$ cat config.mk
export PLATFORM = sky130hd
export DESIGN_NAME = msc_cap_regs
export DESIGN_NICKNAME = d
export VERILOG_FILES = /design/src/shared/msc_pkg.sv /design/src/rtl/msc_cap_regs.sv
export VERILOG_INCLUDE_DIRS = /design/src /design/src/shared
export SDC_FILE = /design/constraint.sdc
export NUM_CORES = 1
export LEC_CHECK = 0
export ABC_AREA = 1
export ABC_CLOCK_PERIOD_IN_PS = 4490
export BUFFER_PORTS_ARGS = -buffer_cell sky130_fd_sc_hd__buf_4
export CAP_MARGIN = 20
export CORE_UTILIZATION = 47
export DETAILED_ROUTE_END_ITERATION = 7
export PLACE_DENSITY_LB_ADDON = 0.2
export SETUP_SLACK_MARGIN = 0.3
export SYNTH_ARGS = -nofsm -noshare
export SYNTH_HDL_FRONTEND = slang
export SYNTH_SLANG_ARGS = --single-unit
$ cat constraint.sdc
create_clock -name clk -period 4.49 [get_ports clk]
set_input_delay 0.6735 -clock clk [delete_from_list [all_inputs] [get_ports clk]]
set_output_delay 0.6735 -clock clk [all_outputs]
set_load 0.01 [all_outputs]
$ cat src/shared/msc_map.svh
`ifndef MSC_MAP_SVH
`define MSC_MAP_SVH
// ---------------------------------------------------------------
// capability placement in configuration space (byte addresses)
// ---------------------------------------------------------------
`define MSC_IRQ_CAP_BASE      8'h50
`define MSC_STORAGE_CAP_BASE  8'h70
// ---------------------------------------------------------------
// byte offsets inside the message and storage capabilities
// ---------------------------------------------------------------
`define MSC_OFS_HEADER        8'h00
`define MSC_OFS_CONTROL       8'h02
`define MSC_OFS_ADDRESS       8'h04
`define MSC_OFS_DATA_NARROW   8'h08
`define MSC_OFS_UPPER         8'h08
`define MSC_OFS_DATA_WIDE     8'h0C
`define MSC_OFS_WORD1         8'h04
// ---------------------------------------------------------------
// fixed codes and field values
// ---------------------------------------------------------------
`define MSC_IRQ_CAP_TYPE      8'h05
`define MSC_STORAGE_CAP_TYPE  8'h12
// structure revision values below are arbitrary
`define MSC_REV_MAJOR         4'h3
`define MSC_REV_MINOR         4'h2
`define MSC_NEXT_END          8'h00
`define MSC_OFST_IO_MAX       20'h03FFF
`define MSC_LOC_BAR_FIRST     4'h4
`define MSC_LOC_BAR_LAST      4'h9
`define MSC_LOC_CONFIG        4'hF
`define MSC_ADDR_LOW_MASK     32'hFFFFFFFC
`define MSC_RESET_ZERO32      32'h00000000
`define MSC_RESET_ZERO16      16'h0000
`endif

$ cat src/shared/msc_pkg.sv
package msc_pkg;
  // message write sequencer states
  typedef enum logic [1:0] {
    MSC_IDLE = 2'b00,
    MSC_ADDR = 2'b01,
    MSC_DATA = 2'b10
  } msc_state_e;
  typedef logic [7:0]  msc_cfg_addr_t;
  typedef logic [31:0] msc_dword_t;
endpackage

$ cat src/rtl/msc_cap_regs.sv
`timescale 1ns/1ps
`include "msc_map.svh"
// Functional notes
// - message header low byte reads type 05h
// - header high byte is fixed next pointer
// - control bit 7 reports wide address ability
// - granted count bits 6:4 writable, reset zero
// - bits 3:1 report requested vector count
// - bit 0 picks messages over legacy pin
// - address bits 31:2 writable, 1:0 zero
// - data word goes on low data lanes
// - data at 8h narrow, Ch wide
// - upper address at 8h only when wide
// - storage capability spans two dwords
// - word0 type code 12h, top byte zero
// - word0 holds major and minor revision
// - word0 bits 15:8 fixed next pointer
// - word1 bits 23:4 give dword offset
// - io-space offset limited to 3FFFh
// - codes 4 to 9 select base registers
// - code Fh means pair follows word1
module msc_cap_regs #(
  parameter bit         WIDE_ADDR   = 1'b1,
  parameter logic [2:0] REQ_VECTORS = 3'h0,
  parameter logic [7:0] IRQ_NEXT    = `MSC_STORAGE_CAP_BASE,
  parameter logic [7:0] STOR_NEXT   = `MSC_NEXT_END,
  parameter logic [19:0] WIN_OFFSET = 20'h00000,
  parameter bit         WIN_IO      = 1'b0,
  parameter logic [3:0] WIN_SELECT  = `MSC_LOC_CONFIG
) (
  input  wire logic                  clk,
  input  wire logic                  rst_b,
  input  wire msc_pkg::msc_cfg_addr_t cfg_addr,
  input  wire logic                  cfg_rd,
  input  wire logic                  cfg_wr,
  input  wire logic [3:0]            cfg_be,
  input  wire msc_pkg::msc_dword_t   cfg_wdata,
  output msc_pkg::msc_dword_t        cfg_rdata,
  input  wire logic                  irq_event,
  input  wire logic                  msg_ready,
  output logic                       msg_valid,
  output logic                       msg_addr_phase,
  output msc_pkg::msc_dword_t        msg_ad,
  output logic                       legacy_irq_out,
  output logic                       message_irq_on,
  output logic [2:0]                 granted_vector_count
);
  import msc_pkg::*;

  // ---------------------------------------------------------------
  // constant fields
  // ---------------------------------------------------------------
  // an io-space window cannot reach past the 64 kB boundary,
  // so an oversized offset is clipped to the last dword
  localparam logic [19:0] WIN_OFS_LIM =
    (WIN_IO && WIN_OFFSET > `MSC_OFST_IO_MAX) ? `MSC_OFST_IO_MAX
                                              : WIN_OFFSET;
  // reserved location codes would mislead software,
  // so they are replaced by the config-space code
  localparam logic [3:0] WIN_SEL_OK =
    ((WIN_SELECT >= `MSC_LOC_BAR_FIRST &&
      WIN_SELECT <= `MSC_LOC_BAR_LAST) ||
     WIN_SELECT == `MSC_LOC_CONFIG) ? WIN_SELECT
                                    : `MSC_LOC_CONFIG;

  // ---------------------------------------------------------------
  // register state
  // ---------------------------------------------------------------
  // config fields that software may change, then read return and sequencer state
  logic                  enable_ff,  nxt_enable;   // message mode
  logic [2:0]            granted_ff, nxt_granted;  // vector count
  logic [29:0]           addr_lo_ff, nxt_addr_lo;  // dword address
  logic [31:0]           addr_hi_ff, nxt_addr_hi;  // upper address
  logic [15:0]           data_ff,    nxt_data;     // message payload
  msc_dword_t            rdata_ff,   nxt_rdata;    // read return
  msc_state_e            state_ff,   nxt_state;    // write sequencer
  logic                  pend_ff,    nxt_pend;     // event waiting
  // message port and legacy pin outputs, all registered
  logic                  valid_ff,   nxt_valid;    // write in flight
  logic                  aphase_ff,  nxt_aphase;   // address phase
  msc_dword_t            ad_ff,      nxt_ad;       // address or data
  logic                  legacy_ff,  nxt_legacy;   // legacy pin level

  // byte-lane merge of a write into a dword
  // shared by every writable dword
  function automatic msc_dword_t merge(input msc_dword_t old_v,
                                       input msc_dword_t new_v,
                                       input logic [3:0] be);
    msc_dword_t res;
    // lanes whose enable is low keep their old byte
    res = old_v;
    for (int i = 0; i < 4; i++) begin
      if (be[i]) begin
        res[i*8 +: 8] = new_v[i*8 +: 8];
      end
    end
    return res;
  endfunction

  // dword-aligned hit test relative to a capability base
  function automatic logic hit(input msc_cfg_addr_t a,
                               input msc_cfg_addr_t base,
                               input msc_cfg_addr_t ofs);
    msc_cfg_addr_t t;
    // sum wraps at 8 bits like the config address
    t = 8'(base + ofs);
    return a[7:2] == t[7:2];
  endfunction

  // ---------------------------------------------------------------
  // dword images of the capability registers
  // ---------------------------------------------------------------
  msc_dword_t img_irq0, img_addr, img_upper, img_data;
  msc_dword_t img_stor0, img_stor1;
  // read views; reserved bits are tied to zero here
  always_comb begin
    // header and control share one dword
    img_irq0  = {8'h00, WIDE_ADDR, granted_ff, REQ_VECTORS,
                 enable_ff, IRQ_NEXT,
                 `MSC_IRQ_CAP_TYPE};
    // low two address bits always read zero
    img_addr  = {addr_lo_ff, 2'h0};
    // upper half reads zero when wide mode is absent
    img_upper = WIDE_ADDR ? addr_hi_ff
                          : `MSC_RESET_ZERO32;
    // payload sits in the low half, top half zero
    img_data  = {16'h0000, data_ff};
    // storage capability: fixed words only
    img_stor0 = {8'h00, `MSC_REV_MAJOR, `MSC_REV_MINOR, STOR_NEXT,
                 `MSC_STORAGE_CAP_TYPE};
    img_stor1 = {8'h00, WIN_OFS_LIM, WIN_SEL_OK};
  end

  // ---------------------------------------------------------------
  // address decode
  // ---------------------------------------------------------------
  logic sel_irq0, sel_addr, sel_upper, sel_data, sel_stor0, sel_stor1;
  // one select per dword; at most one is high
  always_comb begin
    sel_irq0  = hit(cfg_addr, `MSC_IRQ_CAP_BASE, `MSC_OFS_HEADER);
    sel_addr  = hit(cfg_addr, `MSC_IRQ_CAP_BASE, `MSC_OFS_ADDRESS);
    // upper address only exists in wide mode
    sel_upper = WIDE_ADDR &&
                hit(cfg_addr, `MSC_IRQ_CAP_BASE, `MSC_OFS_UPPER);
    // data moves up one dword when wide
    sel_data  = WIDE_ADDR
      ? hit(cfg_addr, `MSC_IRQ_CAP_BASE, `MSC_OFS_DATA_WIDE)
      : hit(cfg_addr, `MSC_IRQ_CAP_BASE, `MSC_OFS_DATA_NARROW);
    // storage capability: base and base plus four
    sel_stor0 = hit(cfg_addr, `MSC_STORAGE_CAP_BASE,
                    `MSC_OFS_HEADER);
    sel_stor1 = hit(cfg_addr, `MSC_STORAGE_CAP_BASE,
                    `MSC_OFS_WORD1);
  end

  // ---------------------------------------------------------------
  // configuration write and read
  // ---------------------------------------------------------------
  // writes merge byte lanes into the current image
  always_comb begin
    msc_dword_t m;
    m           = `MSC_RESET_ZERO32;
    nxt_enable  = enable_ff;
    nxt_granted = granted_ff;
    nxt_addr_lo = addr_lo_ff;
    nxt_addr_hi = addr_hi_ff;
    nxt_data    = data_ff;
    nxt_rdata   = rdata_ff;
    // only writable fields take write data
    if (cfg_wr) begin
      if (sel_irq0) begin
        // only enable and granted count are live here
        m           = merge(img_irq0, cfg_wdata, cfg_be);
        nxt_enable  = m[16];
        nxt_granted = m[22:20];
      end
      if (sel_addr) begin
        // bits 1:0 of the write are dropped
        m           = merge(img_addr, cfg_wdata, cfg_be);
        nxt_addr_lo = m[31:2];
      end
      if (sel_upper) begin
        // full 32-bit register, plain byte merge
        nxt_addr_hi = merge(addr_hi_ff, cfg_wdata, cfg_be);
      end
      if (sel_data) begin
        // top half of the dword is reserved
        m        = merge(img_data, cfg_wdata, cfg_be);
        nxt_data = m[15:0];
      end
    end
    // read mux, unmapped dwords return zero
    // the last read value stands until the next read
    if (cfg_rd) begin
      unique case (1'b1)
        sel_irq0:  nxt_rdata = img_irq0;
        sel_addr:  nxt_rdata = img_addr;
        sel_upper: nxt_rdata = img_upper;
        sel_data:  nxt_rdata = img_data;
        sel_stor0: nxt_rdata = img_stor0;
        sel_stor1: nxt_rdata = img_stor1;
        default:   nxt_rdata = `MSC_RESET_ZERO32;
      endcase
    end
  end

  // ---------------------------------------------------------------
  // interrupt delivery: message write or legacy pin
  // ---------------------------------------------------------------
  // events while messages are off go to the legacy pin
  // a busy sequencer keeps at most one event pending
  always_comb begin
    nxt_state  = state_ff;
    nxt_pend   = pend_ff | (irq_event & enable_ff);
    nxt_valid  = valid_ff;
    nxt_aphase = aphase_ff;
    nxt_ad     = ad_ff;
    // legacy level clears once messages take over
    nxt_legacy = ~enable_ff & (legacy_ff | irq_event);
    unique case (state_ff)
      MSC_IDLE: begin
        // launch the address phase of a pending message
        if (pend_ff && enable_ff) begin
          nxt_state  = MSC_ADDR;
          nxt_pend   = irq_event;
          nxt_valid  = 1'b1;
          nxt_aphase = 1'b1;
          nxt_ad     = {addr_lo_ff, 2'h0};
        end
      end
      MSC_ADDR: begin
        // hold the address until the host accepts it
        if (msg_ready) begin
          nxt_state  = MSC_DATA;
          nxt_aphase = 1'b0;
          nxt_ad     = {16'h0000, data_ff};
        end
      end
      MSC_DATA: begin
        // hold the data word until the host accepts it
        if (msg_ready) begin
          nxt_state = MSC_IDLE;
          nxt_valid = 1'b0;
          nxt_ad    = `MSC_RESET_ZERO32;
        end
      end
      default: begin
        // illegal code: drop back to idle
        nxt_state = MSC_IDLE;
        nxt_valid = 1'b0;
      end
    endcase
  end

  // ---------------------------------------------------------------
  // state registers
  // ---------------------------------------------------------------
  // single register bank; reset loads constants only
  always_ff @(posedge clk or negedge rst_b) begin
    if (!rst_b) begin
      // everything clears while reset is low
      enable_ff  <= 1'b0;
      granted_ff <= 3'h0;
      addr_lo_ff <= 30'h0;
      addr_hi_ff <= `MSC_RESET_ZERO32;
      data_ff    <= `MSC_RESET_ZERO16;
      rdata_ff   <= `MSC_RESET_ZERO32;
      state_ff   <= MSC_IDLE;
      pend_ff    <= 1'b0;
      valid_ff   <= 1'b0;
      aphase_ff  <= 1'b0;
      ad_ff      <= `MSC_RESET_ZERO32;
      legacy_ff  <= 1'b0;
    end else begin
      // capture next values on every edge
      enable_ff  <= nxt_enable;
      granted_ff <= nxt_granted;
      addr_lo_ff <= nxt_addr_lo;
      addr_hi_ff <= nxt_addr_hi;
      data_ff    <= nxt_data;
      rdata_ff   <= nxt_rdata;
      state_ff   <= nxt_state;
      pend_ff    <= nxt_pend;
      valid_ff   <= nxt_valid;
      aphase_ff  <= nxt_aphase;
      ad_ff      <= nxt_ad;
      legacy_ff  <= nxt_legacy;
    end
  end

  // ---------------------------------------------------------------
  // outputs straight from flip-flops
  // ---------------------------------------------------------------
  // no logic between the registers and the pins
  assign cfg_rdata            = rdata_ff;
  assign msg_valid            = valid_ff;
  assign msg_addr_phase       = aphase_ff;
  assign msg_ad               = ad_ff;
  assign legacy_irq_out       = legacy_ff;
  assign message_irq_on       = enable_ff;
  assign granted_vector_count = granted_ff;
endmodule

## Yosys cells after proc, flatten, opt, wreduce, memory -nomap -nowiden

Cells that the tools add are included.

- Register bits: 152
- Logic and storage cells: 70
- Bits of input ports: 50
- Output and inout bits: 71

- Muxes and demuxes: 15
- Equality and inequality tests: 11
- Reduce and logical (&&, ||, !) cells: 19
- Bitwise operators: 6

Operators by type and width:

| cell | number |
|---|---|
| case mux 32 bit (6 select lines) | 1 |
| two-way mux 32 bit | 3 |
| case mux 32 bit (3 select lines) | 1 |
| AND reduction 3 bit | 14 |
| equality test 6 x 5 -> 1 bit, second input constant | 6 |
| two-way mux 2 bit | 3 |
| != test 2 bit, second input constant | 3 |
| case mux 2 bit (3 select lines) | 1 |
| two-way mux 1 bit | 4 |
| AND reduction 4 bit | 1 |
| case mux 1 bit (3 select lines) | 1 |
| nonzero test 3 bit | 1 |
| bitwise AND 1 bit | 2 |
| equality test 2 x 1 -> 1 bit, second input constant | 1 |
| equality test 2 bit, second input constant | 1 |
| logical NOT 2 bit | 1 |
| inverter 1 bit | 2 |
| bitwise OR 1 bit | 2 |
| case mux 1 bit (2 select lines) | 1 |
| nonzero test 2 bit | 1 |
| logical AND 1 bit | 1 |

## Depth between registers and ports, before layout

- Depth in word-level cells: 4
- Depth in mapped cells: 10
- Depth with buffers taken out: 9

## Least setup slack after synthesis

OpenSTA, ideal clock, no wires.

- Path kind: in2reg
- From: input port cfg_addr[6]
- To: register addr_hi_ff[14]
- Library setup time: 0.118 ns
- Stages: 8
- Required time: 4.372 ns
- Setup slack: 2.696 ns
- Data arrival time: 1.676 ns
- Cell sequence: inv_1 nor2_4 nand2_2 nor3_4 nand2_4 buf_6 nand2_1 o21ai_2

- Cells in the longest elaborated chain, start to end: 2

RTL lines:

| element | line | RTL |
|---|---|---|
| start: declaration | msc_cap_regs.sv:33 | `input wire msc_pkg::msc_cfg_addr_t cfg_addr,` |
| equality test 6 x 5 -> 1 bit | n/a |  |
| AND reduction 3 bit (no source line) | n/a |  |
| end signal: assignment | msc_cap_regs.sv:265 | `` addr_hi_ff <= `MSC_RESET_ZERO32; `` |
| end signal: assignment | msc_cap_regs.sv:279 | `addr_hi_ff <= nxt_addr_hi;` |
| end: declaration | msc_cap_regs.sv:73 | `logic [31:0] addr_hi_ff, nxt_addr_hi;` |

No other way between the ends.
A chain may end at the register's enable or synchronous reset.

## Worst setup path in the final report

- From: register state_ff[0]
- To: register ad_ff[20] (netlist: msg_ad[20])

- Cells in the longest elaborated chain, start to end: 3
- Elaborated cells between the ends (all ways): 9
- Those cells by class: eq/ne (5); mux (1); reduce/logical (3)

RTL lines:

| element | line | RTL |
|---|---|---|
| start: declaration | msc_cap_regs.sv:76 | `msc_state_e state_ff, nxt_state;` |
| start signal: assignment | msc_cap_regs.sv:282 | `state_ff <= nxt_state;` |
| equality test 2 x 1 -> 1 bit (tied with other cells) | msc_cap_regs.sv:220 | `unique case (state_ff)` |
| != test 2 bit (no source line) or nonzero test 3 bit (tied branches) | n/a |  |
| AND reduction 4 bit (no source line) | n/a |  |
| end signal: assignment | msc_cap_regs.sv:272 | `` ad_ff <= `MSC_RESET_ZERO32; `` |
| end signal: assignment | msc_cap_regs.sv:286 | `ad_ff <= nxt_ad;` |
| end: declaration | msc_cap_regs.sv:81 | `msc_dword_t ad_ff, nxt_ad;` |

Parallel ways exist; a longest one is shown, timed or not.

==> results.cfg <==
[pwr]
internal_power_uw = 2890
ir_drop_mv = 0.262
switching_share_pct = 30.4
p_per_area_nw_per_um2 = 490
switchingPower_uw = 1260
seq_power_share_pct = 39.7
p_leak_uw = 0.00466
combPwrFrac_pct = 23.0
clkPwrFrac_pct = 37.3

[final_layout]
seqCellArea_um2 = 3800
fill_cells = 1268
nNetsFinal = 965
drive_gt1_share_pct = 22.4
diodes = 0
post-route-util_pct = 60.4
layoutNonFillerInstCount = 1101
multi_input_area_um2 = 2630
syn_to_final_growth_pct = 24.1

[clock_tree]
ctsLongestPathBuffers = 2
ctsResizeCount = 0
clock_latency_ps = 430
cts-root-buf = clkbuf_16
path_clk_slew_ps = 60
cts_setup_buffers = 0
htree_levels = 4
cts_tree = done
hold_buffers = 0
cts_buffers = 17
cts.sinks = 152

[placed_design]
dp_cells = 1070
pre_cts_ws_ps = 1760
portBuffers = 118
gp_congestion = 0.784
hpwl_um = 11200

[routing]
first_iter_violations = 393
antenna_left = 0
wl_um = 17200
viasPerCell = 5.15
vias = 5675
dr.pass1.iters = 5
drc = 0
avgRoutedWirePerCell_um = 15.6

[hold_path]
min_path_type = in -> async

[floorplan]
core-area_um2 = 14000
die-area_um2 = 15000
rows = 43
ioPinCount = 121
start_util_pct = 48.6
die_w_um = 123
die_y_um = 123

[synth]
synth_top_area_share_pct = 55.7
syn_area_per_cell_um2 = 8.54
synthCells = 800
yosys_warnings = 0
ys_ff_latch = 152
synth_common_cells = nand2_1 (346), dfrtp_1 (152), nand3_1 (67), inv_1 (53), o21ai_1 (48)
yosysMostFrequentCell = nand2_1
synth_area_leader_cell = dfrtp_1
synth_ff_type = dfrtp_1
seq_area_frac_synth_pct = 55.7
synthArstFlopShare_pct = 100
synth_edf_count = 0
synth.net_count = 856
synth_area_leaders = dfrtp_1 (56%), nand2_1 (19%), nand3_1 (4.9%)
synth_area_um2 = 6830
synth_cell_types = 23

[sta]
period_share_pct = 57.7
worstMarginPinSlew_ps = 995
tns_ps = 0
worst_slack_ps = 1900
setup_viol_count_final = 0
slew_headroom_pct = 33.4
fmax_mhz = 386
rsz0062_at_grt = no
holdWs_ps = 396
final.min_clock_period_ps = 2590
finalMaxSlewViolations = 0
hold_viol = 0
skew_ps = 6.42

[outcome]
status = finished, final reports clean

[setup_path]
arrival_ps = 2900
path_class = reg -> reg
cp_max_fo = 32
critPathLaunchType = flip-flop
required_ps = 4800
setup.worst_path.end_class = flip-flop

[grt]
grt.overflow.total = 0
grt_use_total_pct = 24.6
antenna_found_initial = 0
grt_max_degree = 110
grt_pass1_vias = 5356
grt_pass1_wl_um = 27600

[run]
maxCapViolCount = 0
==> per-stage QoR <==
stage,power (µW),area [µm²]
3_3_place_gp,2560,7810
2_1_floorplan,2170,6830
4_1_cts,4170,8480
6_report,4150,8480
5_1_grt,4340,8480
3_5_place_dp,2630,7840
==> worst paths after layout <==
check                                   startpoint                         end  slack (ps)  depth (start not counted)
setup reg to reg           state_ff[0]$_DFFE_PN0P_      msg_ad[20]$_DFFE_PN0P_        1900                          8
hold / removal                               rst_b  msg_addr_phase$_DFFE_PN0P_         400                          1
setup / recovery           state_ff[0]$_DFFE_PN0P_      msg_ad[20]$_DFFE_PN0P_        1900                          8
min in group clk             msg_ad[6]$_DFFE_PN0P_       msg_ad[6]$_DFFE_PN0P_         470                          2
hold reg to reg              msg_ad[6]$_DFFE_PN0P_       msg_ad[6]$_DFFE_PN0P_         470                          2
max in group asynchronous                    rst_b  addr_hi_ff[21]$_DFFE_PN0P_        3220                          2
==> per-layer routing <==
metal / track usage [%] / wire length [µm] / vias up
li1: - / - / 2771
met4: 9.53 / 304 / 0
met3: 5.48 / 909 / 22
met1: 33.2 / 7810 / 2740
met2: 38.6 / 8190 / 142
met5: 0 / 0 / -
==> power by group through the flow <==
| stage | Sequential, µW | Clock [µW] | Combinational [µW] |
|---|---|---|---|
| global route | 1670 | 1610 | 1050 |
| floorplan | 1700 | 0 | 469 |
| finish | 1650 | 1550 | 954 |
| CTS | 1650 | 1560 | 961 |
| detailed placement | 1670 | 0 | 960 |
| global placement | 1670 | 0 | 895 |
==> logic make-up after synthesis <==
logic type,count (synthesis),share of synthesized area (%)
buffers and inverters,93,5.92
and+or+nand+nor,438,26.5
DFF,152,55.7
adders and majority gates,6,1.10
AOI/OAI and AO/OA,111,10.8
==> area by class of cell <==
type / count / area share (%)
clock buffers: 25 / 5.96
clock inverters: 6 / 1.61
inverters: 58 / 2.57
multi-input cells: 555 / 31.0
flip-flops and latches: 152 / 44.9
well taps: 180 / 2.66
repair buffers: 125 / 11.3
==> flip-flops by register name, indices dropped and copies added, names as in the netlist, named ones only <==
name / cells
data_ff: 16
cfg_rdata: 32
legacy_irq_out: 1
msg_ad: 32
granted_vector_count: 3
addr_hi_ff: 32
msg_addr_phase: 1
message_irq_on: 1
state_ff: 2
msg_valid: 1
addr_lo_ff: 30
==> critical path, stage by stage, from the launching register on <==
cell	delay [ps]
dfrtp_1	400
inv_1	110
ha_1	250
nand2_1	110
o211ai_1	130
nor2_2	670
inv_2	520
nand2_1	200
nand2_1	70
==> layout by cell type, fill, tap and decap left out <==
cell | netlist | final
nand2_1 | 346 | 346
dfrtp_1 | 152 | 152
buf_4 | 1 | 123
nand3_1 | 67 | 67
inv_1 | 53 | 53
o21ai_1 | 48 | 48
o21ai_2 | 32 | 32
clkbuf_16 | 0 | 17
a22o_1 | 14 | 14
o21ai_0 | 11 | 11
nor2_1 | 11 | 9
ha_1 | 6 | 6
inv_2 | 5 | 5
o211ai_1 | 5 | 5
clkbuf_8 | 0 | 5
nand2_2 | 4 | 4
nor2_2 | 2 | 4
nand2_4 | 4 | 4
bufinv_16 | 0 | 4
clkbuf_1 | 18 | 3
nor2_4 | 2 | 2
nand3_2 | 1 | 1
nor3_4 | 1 | 1
a21oi_1 | 1 | 1
clkinv_4 | 0 | 1
clkinvlp_4 | 0 | 1
buf_6 | 5 | 1
buf_16 | 0 | 1
Note: power is estimated with default switching activity, not from simulation.
